## config.mk

```make
export PLATFORM = sky130hd
export DESIGN_NAME = sas_top
export DESIGN_NICKNAME = d
export VERILOG_FILES = /design/src/logic/sas_pkg.sv /design/src/logic/sas_clkdiv.sv /design/src/logic/sas_sar.sv /design/src/logic/sas_top.sv
export VERILOG_INCLUDE_DIRS = /design/src /design/src/logic
export SDC_FILE = /design/constraint.sdc
export NUM_CORES = 1
export LEC_CHECK = 0
export ABC_AREA = 0
export BUFFER_PORTS_ARGS = -buffer_cell sky130_fd_sc_hd__buf_2
export CORE_MARGIN = 2
export CORE_UTILIZATION = 35
export DETAILED_ROUTE_END_ITERATION = 7
export HOLD_SLACK_MARGIN = 0.08
export SETUP_SLACK_MARGIN = 0.5
export SYNTH_ARGS = -nofsm -noshare
export SYNTH_HDL_FRONTEND = slang
export SYNTH_SLANG_ARGS = --single-unit
```

## constraint.sdc

```tcl
create_clock -name sys_clk -period 5.09 [get_ports sys_clk]
set_input_delay 0.7635 -clock sys_clk [delete_from_list [all_inputs] [get_ports sys_clk]]
set_output_delay 0.7635 -clock sys_clk [all_outputs]
set_load 0.03 [all_outputs]
```

## src/logic/sas_defs.svh

```systemverilog
// Register offsets, field positions, reset values and timing counts of the converter sequencer.
//
// Contract
// - Each sample resolves by successive approximation into 10 bits in the result pair.
// - All inputs share one sample-and-hold feeding the converter through a multiplexer.
// - Channel select picks one of 14 sources: twelve pins, temperature, reference buffer.
// - Positive reference is external pin or supply; negative reference is always ground.
// - Clock select codes give osc /2,/4,/8,/16,/32,/64; x11 picks internal RC.
// - A full conversion takes 11.5 bit-conversion periods of the selected clock.
// - Oscillator-derived conversion clocks follow the system clock; only RC is independent.
// - Converter runs in Sleep only with the internal RC clock selected.
// - Completion flag sets on every conversion; only a software write clears it.
// - Interrupt request raised when completion flag and its enable are both set.
// - Completion interrupt wakes from Sleep; vectoring needs global and peripheral enables.
// - Justify bit 0 left-justifies, 1 right-justifies; unused result bits read zero.
// - Converter enabled only while module-on is 1; writing start/done 1 starts.
// - On completion clear start/done, set the flag, load both result registers.
// - Clearing start/done mid-conversion stops it; unresolved bits copy last resolved bit.
// - Reset restores all registers, switches module off, cancels any conversion.
// - Sleep with an oscillator clock aborts conversion and turns converter off; on stays.
// - Finishing in Sleep with interrupt disabled turns converter off; module-on stays set.
`ifndef SAS_DEFS_SVH
`define SAS_DEFS_SVH

// ----------------------------------------------------------------------------
// Register byte offsets
// ----------------------------------------------------------------------------
`define SAS_OFF_CTRL      5'h00
`define SAS_OFF_CFG       5'h04
`define SAS_OFF_RES_HIGH  5'h08
`define SAS_OFF_RES_LOW   5'h0C
`define SAS_OFF_IRQ       5'h10

// ----------------------------------------------------------------------------
// Field positions
// ----------------------------------------------------------------------------
`define SAS_CTRL_ON       0
`define SAS_CTRL_GO       1
`define SAS_CTRL_CH_LO    2
`define SAS_CTRL_CH_HI    6
`define SAS_CFG_PREF      0
`define SAS_CFG_CS_LO     4
`define SAS_CFG_CS_HI     6
`define SAS_CFG_JUSTIFY   7
`define SAS_IRQ_FLAG      0
`define SAS_IRQ_EN        1
`define SAS_IRQ_GIE       2
`define SAS_IRQ_PERIPH_IRQ_ENABLE      3

// ----------------------------------------------------------------------------
// Reset values and channel codes
// ----------------------------------------------------------------------------
`define SAS_RST_BYTE      8'h00
`define SAS_CH_PINS       5'h0C
`define SAS_CH_TEMP       5'h1D
`define SAS_CH_REFBUF     5'h1E

// ----------------------------------------------------------------------------
// Timing
// ----------------------------------------------------------------------------
`define SAS_CLK_MHZ       25
`define SAS_TEMP_SETTLE_US 200
`define SAS_TEMP_SETTLE_CYC (`SAS_TEMP_SETTLE_US * `SAS_CLK_MHZ)

`endif

```

## src/logic/sas_pkg.sv

```systemverilog
// Types shared by the converter sequencer files.
package sas_pkg;

    typedef enum logic [1:0] {
        SAS_IDLE  = 2'b00,
        SAS_HOLD  = 2'b01,
        SAS_BITS  = 2'b10,
        SAS_FINAL = 2'b11
    } sas_state_t;

    typedef struct packed {
        logic        powered;
        logic        sample;
        logic [13:0] mux_sel;
        logic        ref_ext;
        logic [9:0]  trial;
    } sas_ana_t;

    typedef struct packed {
        logic [7:0] high;
        logic [7:0] low;
    } sas_result_t;

endpackage : sas_pkg

```

## src/logic/sas_clkdiv.sv

```systemverilog
// Conversion clock divider producing a half-period enable pulse.
`timescale 1ns/100ps
module sas_clkdiv
    import sas_pkg::*;
(
    input  wire logic       sys_clk,
    input  wire logic       resetn,
    input  wire logic       run,
    input  wire logic [2:0] clk_sel,
    input  wire logic       rc_edge,
    output logic            half_tick
);

    // Half-period length minus one: codes 000,100,001,101,010,110 map to 1..32 cycles.
    function automatic logic [4:0] half_limit(input logic [2:0] sel);
        logic [5:0] span;
        span = 6'h01 << {sel[1:0], sel[2]};
        return 5'(span - 6'h01);
    endfunction : half_limit

    logic [4:0] cnt;
    wire        rc_sel = (clk_sel[1:0] == 2'b11);
    wire  [4:0] limit  = half_limit(clk_sel);
    wire        wrap   = (cnt == limit);

    // The count runs on sys_clk itself, so it follows any change in its rate.
    always_ff @(posedge sys_clk or negedge resetn) begin
        if (!resetn) begin
            cnt <= 5'h00;
        end else if (!run || wrap || rc_sel) begin
            cnt <= 5'h00;
        end else begin
            cnt <= cnt + 5'h01;
        end
    end

    assign half_tick = run & (rc_sel ? rc_edge : wrap);

endmodule : sas_clkdiv

```

## src/logic/sas_sar.sv

```systemverilog
// Successive-approximation sequencer: sample, resolve bits, flag the end.
`timescale 1ns/100ps
module sas_sar
    import sas_pkg::*;
#(
    parameter int WIDTH = 10
)(
    input  wire logic             sys_clk,
    input  wire logic             resetn,
    input  wire logic             half_tick,
    input  wire logic             start,
    input  wire logic             abort,
    input  wire logic             comp,
    output logic                  busy,
    output logic                  done,
    output logic                  sample,
    output logic [WIDTH-1:0]      trial,
    output logic [WIDTH-1:0]      value
);

    localparam int IW = $clog2(WIDTH);
    localparam logic [IW-1:0] TOP = IW'(WIDTH - 1);

    function automatic logic [WIDTH-1:0] put_bit(input logic [WIDTH-1:0] v,
                                                 input logic [IW-1:0] i, input logic b);
        logic [WIDTH-1:0] r;
        r    = v;
        r[i] = b;
        return r;
    endfunction : put_bit

    sas_state_t        state;
    logic [IW-1:0]     idx;
    logic              phase;
    logic [WIDTH-1:0]  sar;
    logic [WIDTH-1:0]  fill;

    wire [WIDTH-1:0] resolved = put_bit(sar, idx, comp);
    wire             last     = (idx == TOP) ? 1'b0 : sar[idx + 1'b1];

    // Half BIT_CONV_PERIOD of hold, two halves per bit, two closing halves: 23 halves in all.
    always_ff @(posedge sys_clk or negedge resetn) begin
        if (!resetn) begin
            state <= SAS_IDLE;
            idx   <= TOP;
            phase <= 1'b0;
            sar   <= '0;
            trial <= '0;
            done  <= 1'b0;
        end else begin
            done <= 1'b0;
            if (abort) begin
                state <= SAS_IDLE;
                trial <= '0;
            end else begin
                unique case (state)
                    SAS_IDLE: if (start) begin
                        state <= SAS_HOLD;
                        sar   <= '0;
                    end
                    SAS_HOLD: if (half_tick) begin
                        state <= SAS_BITS;
                        idx   <= TOP;
                        phase <= 1'b0;
                        trial <= put_bit('0, TOP, 1'b1);
                    end
                    SAS_BITS: if (half_tick) begin
                        phase <= ~phase;
                        if (phase) begin
                            sar <= resolved;
                            if (idx == '0) begin
                                state <= SAS_FINAL;
                                trial <= resolved;
                            end else begin
                                idx   <= idx - 1'b1;
                                trial <= put_bit(resolved, idx - 1'b1, 1'b1);
                            end
                        end
                    end
                    SAS_FINAL: if (half_tick) begin
                        phase <= ~phase;
                        if (phase) begin
                            state <= SAS_IDLE;
                            done  <= 1'b1;
                        end
                    end
                endcase
            end
        end
    end

    always_comb begin
        fill = sar;
        if (state == SAS_BITS) begin
            for (int i = 0; i < WIDTH; i++) begin
                if (IW'(i) <= idx) begin
                    fill[i] = last;
                end
            end
        end else if (state == SAS_HOLD) begin
            fill = '0;
        end
    end

    assign value  = fill;
    assign busy   = (state != SAS_IDLE);
    assign sample = (state == SAS_IDLE);

endmodule : sas_sar

```

## src/logic/sas_top.sv

```systemverilog
// Converter sequencer top: Avalon-MM registers, sleep handling and analog control.
`timescale 1ns/100ps
`include "sas_defs.svh"
module sas_top
    import sas_pkg::*;
(
    input  wire logic        sys_clk,
    input  wire logic        resetn,
    input  wire logic [4:0]  avs_address,
    input  wire logic        avs_read,
    input  wire logic        avs_write,
    input  wire logic [31:0] avs_writedata,
    input  wire logic [3:0]  avs_byteenable,
    output logic [31:0]      avs_readdata,
    output logic             avs_waitrequest,
    input  wire logic        sleep_mode,
    input  wire logic        rc_clk_pin,
    input  wire logic        comp_pin,
    output sas_ana_t         ana,
    output logic             irq_request,
    output logic             wake_request,
    output logic             irq_vector
);

    // ------------------------------------------------------------------------
    // Functions
    // ------------------------------------------------------------------------
    function automatic logic [13:0] chan_decode(input logic [4:0] ch);
        logic [13:0] sel;
        sel = 14'h0000;
        if (ch < `SAS_CH_PINS) begin
            sel = 14'h0001 << ch;
        end else if (ch == `SAS_CH_TEMP) begin
            sel = 14'h1000;
        end else if (ch == `SAS_CH_REFBUF) begin
            sel = 14'h2000;
        end
        return sel;
    endfunction : chan_decode

    function automatic sas_result_t justify(input logic [9:0] v, input logic right);
        sas_result_t r;
        if (right) begin
            r.high = {6'h00, v[9:8]};
            r.low  = v[7:0];
        end else begin
            r.high = v[9:2];
            r.low  = {v[1:0], 6'h00};
        end
        return r;
    endfunction : justify

    // ------------------------------------------------------------------------
    // Register state
    // ------------------------------------------------------------------------
    logic        module_on;
    logic        go;
    logic [4:0]  channel_select;
    logic        pos_ref_select;
    logic [2:0]  conv_clock_select;
    logic        result_justify;
    sas_result_t result;
    logic        conv_complete_flag;
    logic        conv_complete_enable;
    logic        global_irq_enable;
    logic        periph_irq_enable;
    logic        halted;
    logic        sleep_q;
    logic        served;

    // ------------------------------------------------------------------------
    // Synchronisers for the analog comparator and the RC oscillator
    // ------------------------------------------------------------------------
    logic comp_s1;
    logic comp_s2;
    logic rc_s1;
    logic rc_s2;
    logic rc_s3;

    always_ff @(posedge sys_clk or negedge resetn) begin
        if (!resetn) begin
            comp_s1 <= 1'b0;
            comp_s2 <= 1'b0;
            rc_s1   <= 1'b0;
            rc_s2   <= 1'b0;
            rc_s3   <= 1'b0;
        end else begin
            comp_s1 <= comp_pin;
            comp_s2 <= comp_s1;
            rc_s1   <= rc_clk_pin;
            rc_s2   <= rc_s1;
            rc_s3   <= rc_s2;
        end
    end

    // Both RC edges count, so each edge is one half of a bit period.
    wire rc_edge = rc_s2 ^ rc_s3;

    // ------------------------------------------------------------------------
    // Avalon-MM decode
    // ------------------------------------------------------------------------
    // Every access takes one wait state; writes land on the edge that ends the cycle after it.
    wire        req      = avs_read | avs_write;
    wire        wr_ok    = avs_write & served & avs_byteenable[0];
    wire [7:0]  wd       = avs_writedata[7:0];
    wire        wr_ctrl  = wr_ok & (avs_address == `SAS_OFF_CTRL);
    wire        wr_cfg   = wr_ok & (avs_address == `SAS_OFF_CFG);
    wire        wr_irq   = wr_ok & (avs_address == `SAS_OFF_IRQ);

    assign avs_waitrequest = req & ~served;

    // ------------------------------------------------------------------------
    // Conversion control
    // ------------------------------------------------------------------------
    wire        rc_sel     = (conv_clock_select[1:0] == 2'b11);
    wire        busy;
    wire        done;
    wire        sar_sample;
    wire [9:0]  sar_trial;
    wire [9:0]  sar_value;
    wire        half_tick;

    wire        sleep_rise = sleep_mode & ~sleep_q;
    wire        sleep_kill = sleep_rise & ~rc_sel;
    wire        powered    = module_on & ~halted;
    wire        start      = wr_ctrl & wd[`SAS_CTRL_GO] & wd[`SAS_CTRL_ON]
                             & ~go & ~halted;
    wire        sw_abort   = wr_ctrl & ~wd[`SAS_CTRL_GO] & go & busy;
    wire        off_abort  = wr_ctrl & ~wd[`SAS_CTRL_ON] & busy;
    wire        abort      = sw_abort | off_abort | sleep_kill;
    wire        clk_run    = busy & powered & (~sleep_mode | rc_sel);
    wire        sleep_off  = done & sleep_mode & ~conv_complete_enable;

    logic next_go;
    always_comb begin
        next_go = go;
        if (wr_ctrl) begin
            next_go = start | (go & wd[`SAS_CTRL_GO] & wd[`SAS_CTRL_ON]);
        end
        if (done || sleep_kill) begin
            next_go = 1'b0;
        end
    end

    sas_clkdiv u_clkdiv (
        .sys_clk   (sys_clk),
        .resetn    (resetn),
        .run       (clk_run),
        .clk_sel   (conv_clock_select),
        .rc_edge   (rc_edge),
        .half_tick (half_tick)
    );

    sas_sar #(
        .WIDTH (10)
    ) u_sar (
        .sys_clk   (sys_clk),
        .resetn    (resetn),
        .half_tick (half_tick),
        .start     (start),
        .abort     (abort),
        .comp      (comp_s2),
        .busy      (busy),
        .done      (done),
        .sample    (sar_sample),
        .trial     (sar_trial),
        .value     (sar_value)
    );

    // ------------------------------------------------------------------------
    // Control and configuration registers
    // ------------------------------------------------------------------------
    always_ff @(posedge sys_clk or negedge resetn) begin
        if (!resetn) begin
            module_on         <= 1'b0;
            go                <= 1'b0;
            channel_select    <= 5'h00;
            pos_ref_select    <= 1'b0;
            conv_clock_select <= 3'h0;
            result_justify    <= 1'b0;
            sleep_q           <= 1'b0;
            halted            <= 1'b0;
        end else begin
            go      <= next_go;
            sleep_q <= sleep_mode;
            if (wr_ctrl) begin
                module_on      <= wd[`SAS_CTRL_ON];
                channel_select <= wd[`SAS_CTRL_CH_HI:`SAS_CTRL_CH_LO];
            end
            if (wr_cfg) begin
                pos_ref_select    <= wd[`SAS_CFG_PREF];
                conv_clock_select <= wd[`SAS_CFG_CS_HI:`SAS_CFG_CS_LO];
                result_justify    <= wd[`SAS_CFG_JUSTIFY];
            end
            // The converter stays off only until the core leaves Sleep.
            if (!sleep_mode) begin
                halted <= 1'b0;
            end else if (sleep_kill || sleep_off) begin
                halted <= 1'b1;
            end
        end
    end

    // ------------------------------------------------------------------------
    // Result and completion flag
    // ------------------------------------------------------------------------
    always_ff @(posedge sys_clk or negedge resetn) begin
        if (!resetn) begin
            result               <= '0;
            conv_complete_flag   <= 1'b0;
            conv_complete_enable <= 1'b0;
            global_irq_enable    <= 1'b0;
            periph_irq_enable    <= 1'b0;
        end else begin
            if (done || sw_abort) begin
                result <= justify(sar_value, result_justify);
            end
            if (done) begin
                conv_complete_flag <= 1'b1;
            end else if (wr_irq && wd[`SAS_IRQ_FLAG]) begin
                conv_complete_flag <= 1'b0;
            end
            if (wr_irq) begin
                conv_complete_enable <= wd[`SAS_IRQ_EN];
                global_irq_enable    <= wd[`SAS_IRQ_GIE];
                periph_irq_enable    <= wd[`SAS_IRQ_PERIPH_IRQ_ENABLE];
            end
        end
    end

    assign irq_request  = conv_complete_flag & conv_complete_enable;
    assign wake_request = irq_request & sleep_mode;
    assign irq_vector   = irq_request & global_irq_enable & periph_irq_enable;

    // ------------------------------------------------------------------------
    // Read path
    // ------------------------------------------------------------------------
    wire [7:0] rd_ctrl = {1'b0, channel_select, go, module_on};
    wire [7:0] rd_cfg  = {result_justify, conv_clock_select, 3'h0, pos_ref_select};
    wire [7:0] rd_irq  = {4'h0, periph_irq_enable, global_irq_enable,
                          conv_complete_enable, conv_complete_flag};
    logic [7:0] rd_mux;

    always_comb begin
        unique case (avs_address)
            `SAS_OFF_CTRL:     rd_mux = rd_ctrl;
            `SAS_OFF_CFG:      rd_mux = rd_cfg;
            `SAS_OFF_RES_HIGH: rd_mux = result.high;
            `SAS_OFF_RES_LOW:  rd_mux = result.low;
            `SAS_OFF_IRQ:      rd_mux = rd_irq;
            default:           rd_mux = `SAS_RST_BYTE;
        endcase
    end

    always_ff @(posedge sys_clk or negedge resetn) begin
        if (!resetn) begin
            served       <= 1'b0;
            avs_readdata <= 32'h0000_0000;
        end else begin
            served <= req & ~served;
            if (avs_read && !served) begin
                avs_readdata <= {24'h00_0000, rd_mux};
            end
        end
    end

    // ------------------------------------------------------------------------
    // Analog side
    // ------------------------------------------------------------------------
    // Trial and select only flip on flop edges, so the analog side sees no glitches.
    always_ff @(posedge sys_clk or negedge resetn) begin
        if (!resetn) begin
            ana <= '0;
        end else begin
            ana.powered <= powered;
            ana.sample  <= powered & sar_sample;
            ana.mux_sel <= powered ? chan_decode(channel_select) : 14'h0000;
            ana.ref_ext <= pos_ref_select;
            ana.trial   <= sar_trial;
        end
    end

endmodule : sas_top

```

==> impl_metrics.json <==
{
  "outcome": "completed",
  "synthesis.instances": 579,
  "dr.first_iter.drc_count": 396,
  "synth_seq_cells": 108,
  "grt_setup_unrepaired": "false",
  "cts-buffers-inserted": 9,
  "area_delta_synth_final_pct": 11.08,
  "fp-row-count": 46,
  "path_type_of_the_worst_min_delay_path": "reg2reg",
  "groute.usage.overall_pct": 16.33,
  "slowest_stage": "or4_1",
  "leakage_nw": 3.002,
  "tritoncts": "done",
  "htree_num_levels": 3,
  "antenna_found_initial": 0,
  "cts.path.max_buffers": 2,
  "yosys_warnings": 0,
  "worstMarginPinSlew_ps": 883.8,
  "fin_cells": 843,
  "antenna_cells": 0,
  "worst_setup_path_start_kind": "flip-flop",
  "global_route_wire_length_before_repair_um": 23140,
  "setup.worst_path.class": "reg2reg",
  "fin_worst_hold_slack_ps": 350.7,
  "power_per_unit_of_standard_cell_area_nw_per_um2": 312.4,
  "core_area_um2": 15940,
  "report.final.setup_viol": 0,
  "cell_count_post_placement": 827,
  "nets": 681,
  "start_util_pct": 36.05,
  "cts_root_buf": "clkbuf_16",
  "wl_per_cell_um": 16.47,
  "predominant_post_synthesis_flop_cell": "dfrtp_1",
  "clkSinkCount": 108,
  "timing.fmax_mhz": 334.3,
  "cp_top_family": "simple AND/OR/NAND/NOR gates",
  "final_max_slew_viol_count": 0,
  "final_min_period_over_clock_period_pct": 58.78,
  "final_common_cell": "dfrtp_1",
  "vias_per_cell": 5.384,
  "vdd_ir_drop_max_mv": 0.1619,
  "syn_area_um2": 5748,
  "first_global_vias": 4453,
  "fp.dieArea_um2": 17460,
  "half_perimeter_wire_length_of_the_detailed_placement_result_um": 10160,
  "maxCapViolations": 0,
  "fin_ws_ps": 2098,
  "layout.core_utilization_pct": 40.05,
  "slew-limit-headroom_pct": 41.08,
  "fin_setup_tns_ps": 0,
  "clk_latency_ps": 350,
  "wirelength_um": 13890,
  "final.min_clock_period_ps": 2992,
  "cts_resized": 0,
  "dpl_worst_slack_ps": 2111,
  "yosys.cell_types.count": 76,
  "cp.arrival_ps": 3280,
  "worst-endpoint-required_ps": 5370,
  "synth_edf_count": 0,
  "drt.antenna.violating_nets": 0,
  "num_vias": 4539,
  "dieWidth_um": 132.2,
  "final-hold-violation-count": 0,
  "cts_hold_repair.buffers": 0,
  "grt_max_degree": 72,
  "io_pins": 111,
  "gr-total-overflow": 0,
  "portBuffers": 59,
  "globalplace.congestion": 0.9039,
  "critical_path.max_fanout": 18,
  "dieHeight_um": 132.2,
  "clock_skew_ps": 7.137,
  "r2r_setup_slack_ps": 2100,
  "cp_num_buf_inv": 1,
  "detailedRoute.firstPassIterationCount": 5,
  "remaining_drc_errors": 0,
  "synth-async-reset-ratio_pct": 100.0,
  "cts_setup_buffers": 0,
  "post_synth.cell_area_avg_um2": 9.927,
  "proportion_of_layout_cells_with_a_drive_suffix_above_1_pct": 18.50,
  "layout.cells.most_common_list": "dfrtp_1, nand2_1, buf_2, nor2_1, conb_1",
  "crit_path_cell_trace": "inv_1, ha_1, nor3_1, and2_4, nand4b_1, or4_1, nand4_1",
  "max_stage_delay_ps": 710,
  "ys_seq_area_share_pct": 47.06,
  "worst_setup_path_end_kind": "flip-flop",
  "clock_slew_seen_by_the_registers_of_the_worst_setup_and_hold_paths_ps": 70
}
-- synthesized netlist by cell type (3+ instances only) --
cell type	n	area, um^2
o2bb2ai_1	4	35.03
buf_4	26	195.2
a22o_1	15	131.4
mux2i_1	7	70.07
a21oi_1	19	95.09
dfrtp_1	106	2653
nor4_1	3	18.77
nand4_1	15	93.84
o31ai_1	5	37.54
and2_1	4	25.02
o211ai_1	3	22.52
xnor2_1	5	43.79
o21ai_0	21	105.1
a211oi_1	3	22.52
a21o_1	4	30.03
inv_1	16	60.06
a31oi_1	5	31.28
nand2_1	80	300.3
nand3_1	21	105.1
and3_1	9	56.30
buf_2	4	20.02
a222oi_1	4	40.04
nand3b_1	8	60.06
ha_1	11	137.6
nor3_1	13	65.06
or4_1	4	30.03
a32o_1	6	60.06
o41ai_1	3	26.28
or3_1	5	31.28
mux2_2	17	191.4
o221ai_1	3	26.28
clkbuf_1	18	67.56
mux4_2	4	90.09
nand2b_1	15	93.84
nor2_1	39	146.4
-- cell families (layout without fill, tap and decap cells) --
group | count (synthesis) | in the layout | share of synthesized area [%]
compound gates | 120 | 120 | 15.46
xor+xnor | 7 | 7 | 1.067
fa+ha+maj | 11 | 11 | 2.394
buf+inv | 69 | 94 | 6.922
flops | 108 | 108 | 47.06
mux | 28 | 28 | 6.117
other cells | 1 | 24 | 0.06524
simple gates | 235 | 235 | 20.92
-- report_power, final --
group | total (W) | internal, W | switching, W | leakage, nW
clock | 0.000694 | 0.000346 | 0.000348 | 0.145
sequential | 0.000917 | 0.000883 | 0.0000339 | 1.46
combinational | 0.000384 | 0.000122 | 0.000262 | 1.40
-- state kept, by name (all words and copies together), names as in the netlist, 2 cells and up --
name               count
avs_readdata           8
result                16
u_clkdiv.cnt           5
ana                   27
u_sar.trial           10
u_sar.idx              4
conv_clock_select      3
channel_select         5
u_sar.sar             10
u_sar.state            2
-- layout make-up --
class	count	area, um^2
repair buffers	62	320.3
multi-input cells	425	2736
well taps	216	270.3
inverters	16	60.06
flip-flops and latches	108	2705
fillers	1563	9558
clock buffers	9	225.2
clock inverters	7	67.56
-- metal layers --
metal	wire, um	GRT usage, %	vias to the layer above
met1	6361	21.82	2198
met4	325	5.918	0
met2	6438	26.16	160
met5	0	0	-
met3	761	3.537	30
li1	-	-	2151
-- worst register-to-register path, cell delays in order (launching register included) --
cell and delay (ps):
dfrtp_1 430, inv_1 90, ha_1 390, nor3_1 410, and2_4 250, nand4b_1 530, or4_1 710, nand4_1 100
-- worst paths after layout --
kind	end	start	depth (start not counted)
max	u_sar.sar[9]$_DFFE_PN0P_	u_sar.state[1]$_DFFE_PN0P_	7
min	rc_s2$_DFF_PN0_	rc_s1$_DFF_PN0_	0
max reg2reg	u_sar.sar[9]$_DFFE_PN0P_	u_sar.state[1]$_DFFE_PN0P_	7
min reg2reg	rc_s2$_DFF_PN0_	rc_s1$_DFF_PN0_	0
max in group asynchronous	u_sar.idx[3]$_DFFE_PN1P_	resetn	2
min in group asynchronous	ana[21]$_DFF_PN0_	resetn	1
-- stage by stage --
| stage | area (um^2) | power, W |
|---|---|---|
| final | 6385 | 0.001995 |
| after global routing | 6385 | 0.002091 |
| after CTS | 6380 | 0.002003 |
| after detailed placement | 6087 | 0.001315 |
| after global placement | 6087 | 0.001305 |
| after floorplan | 5834 | 0.001225 |
Note: power is estimated with default switching activity, not from simulation.
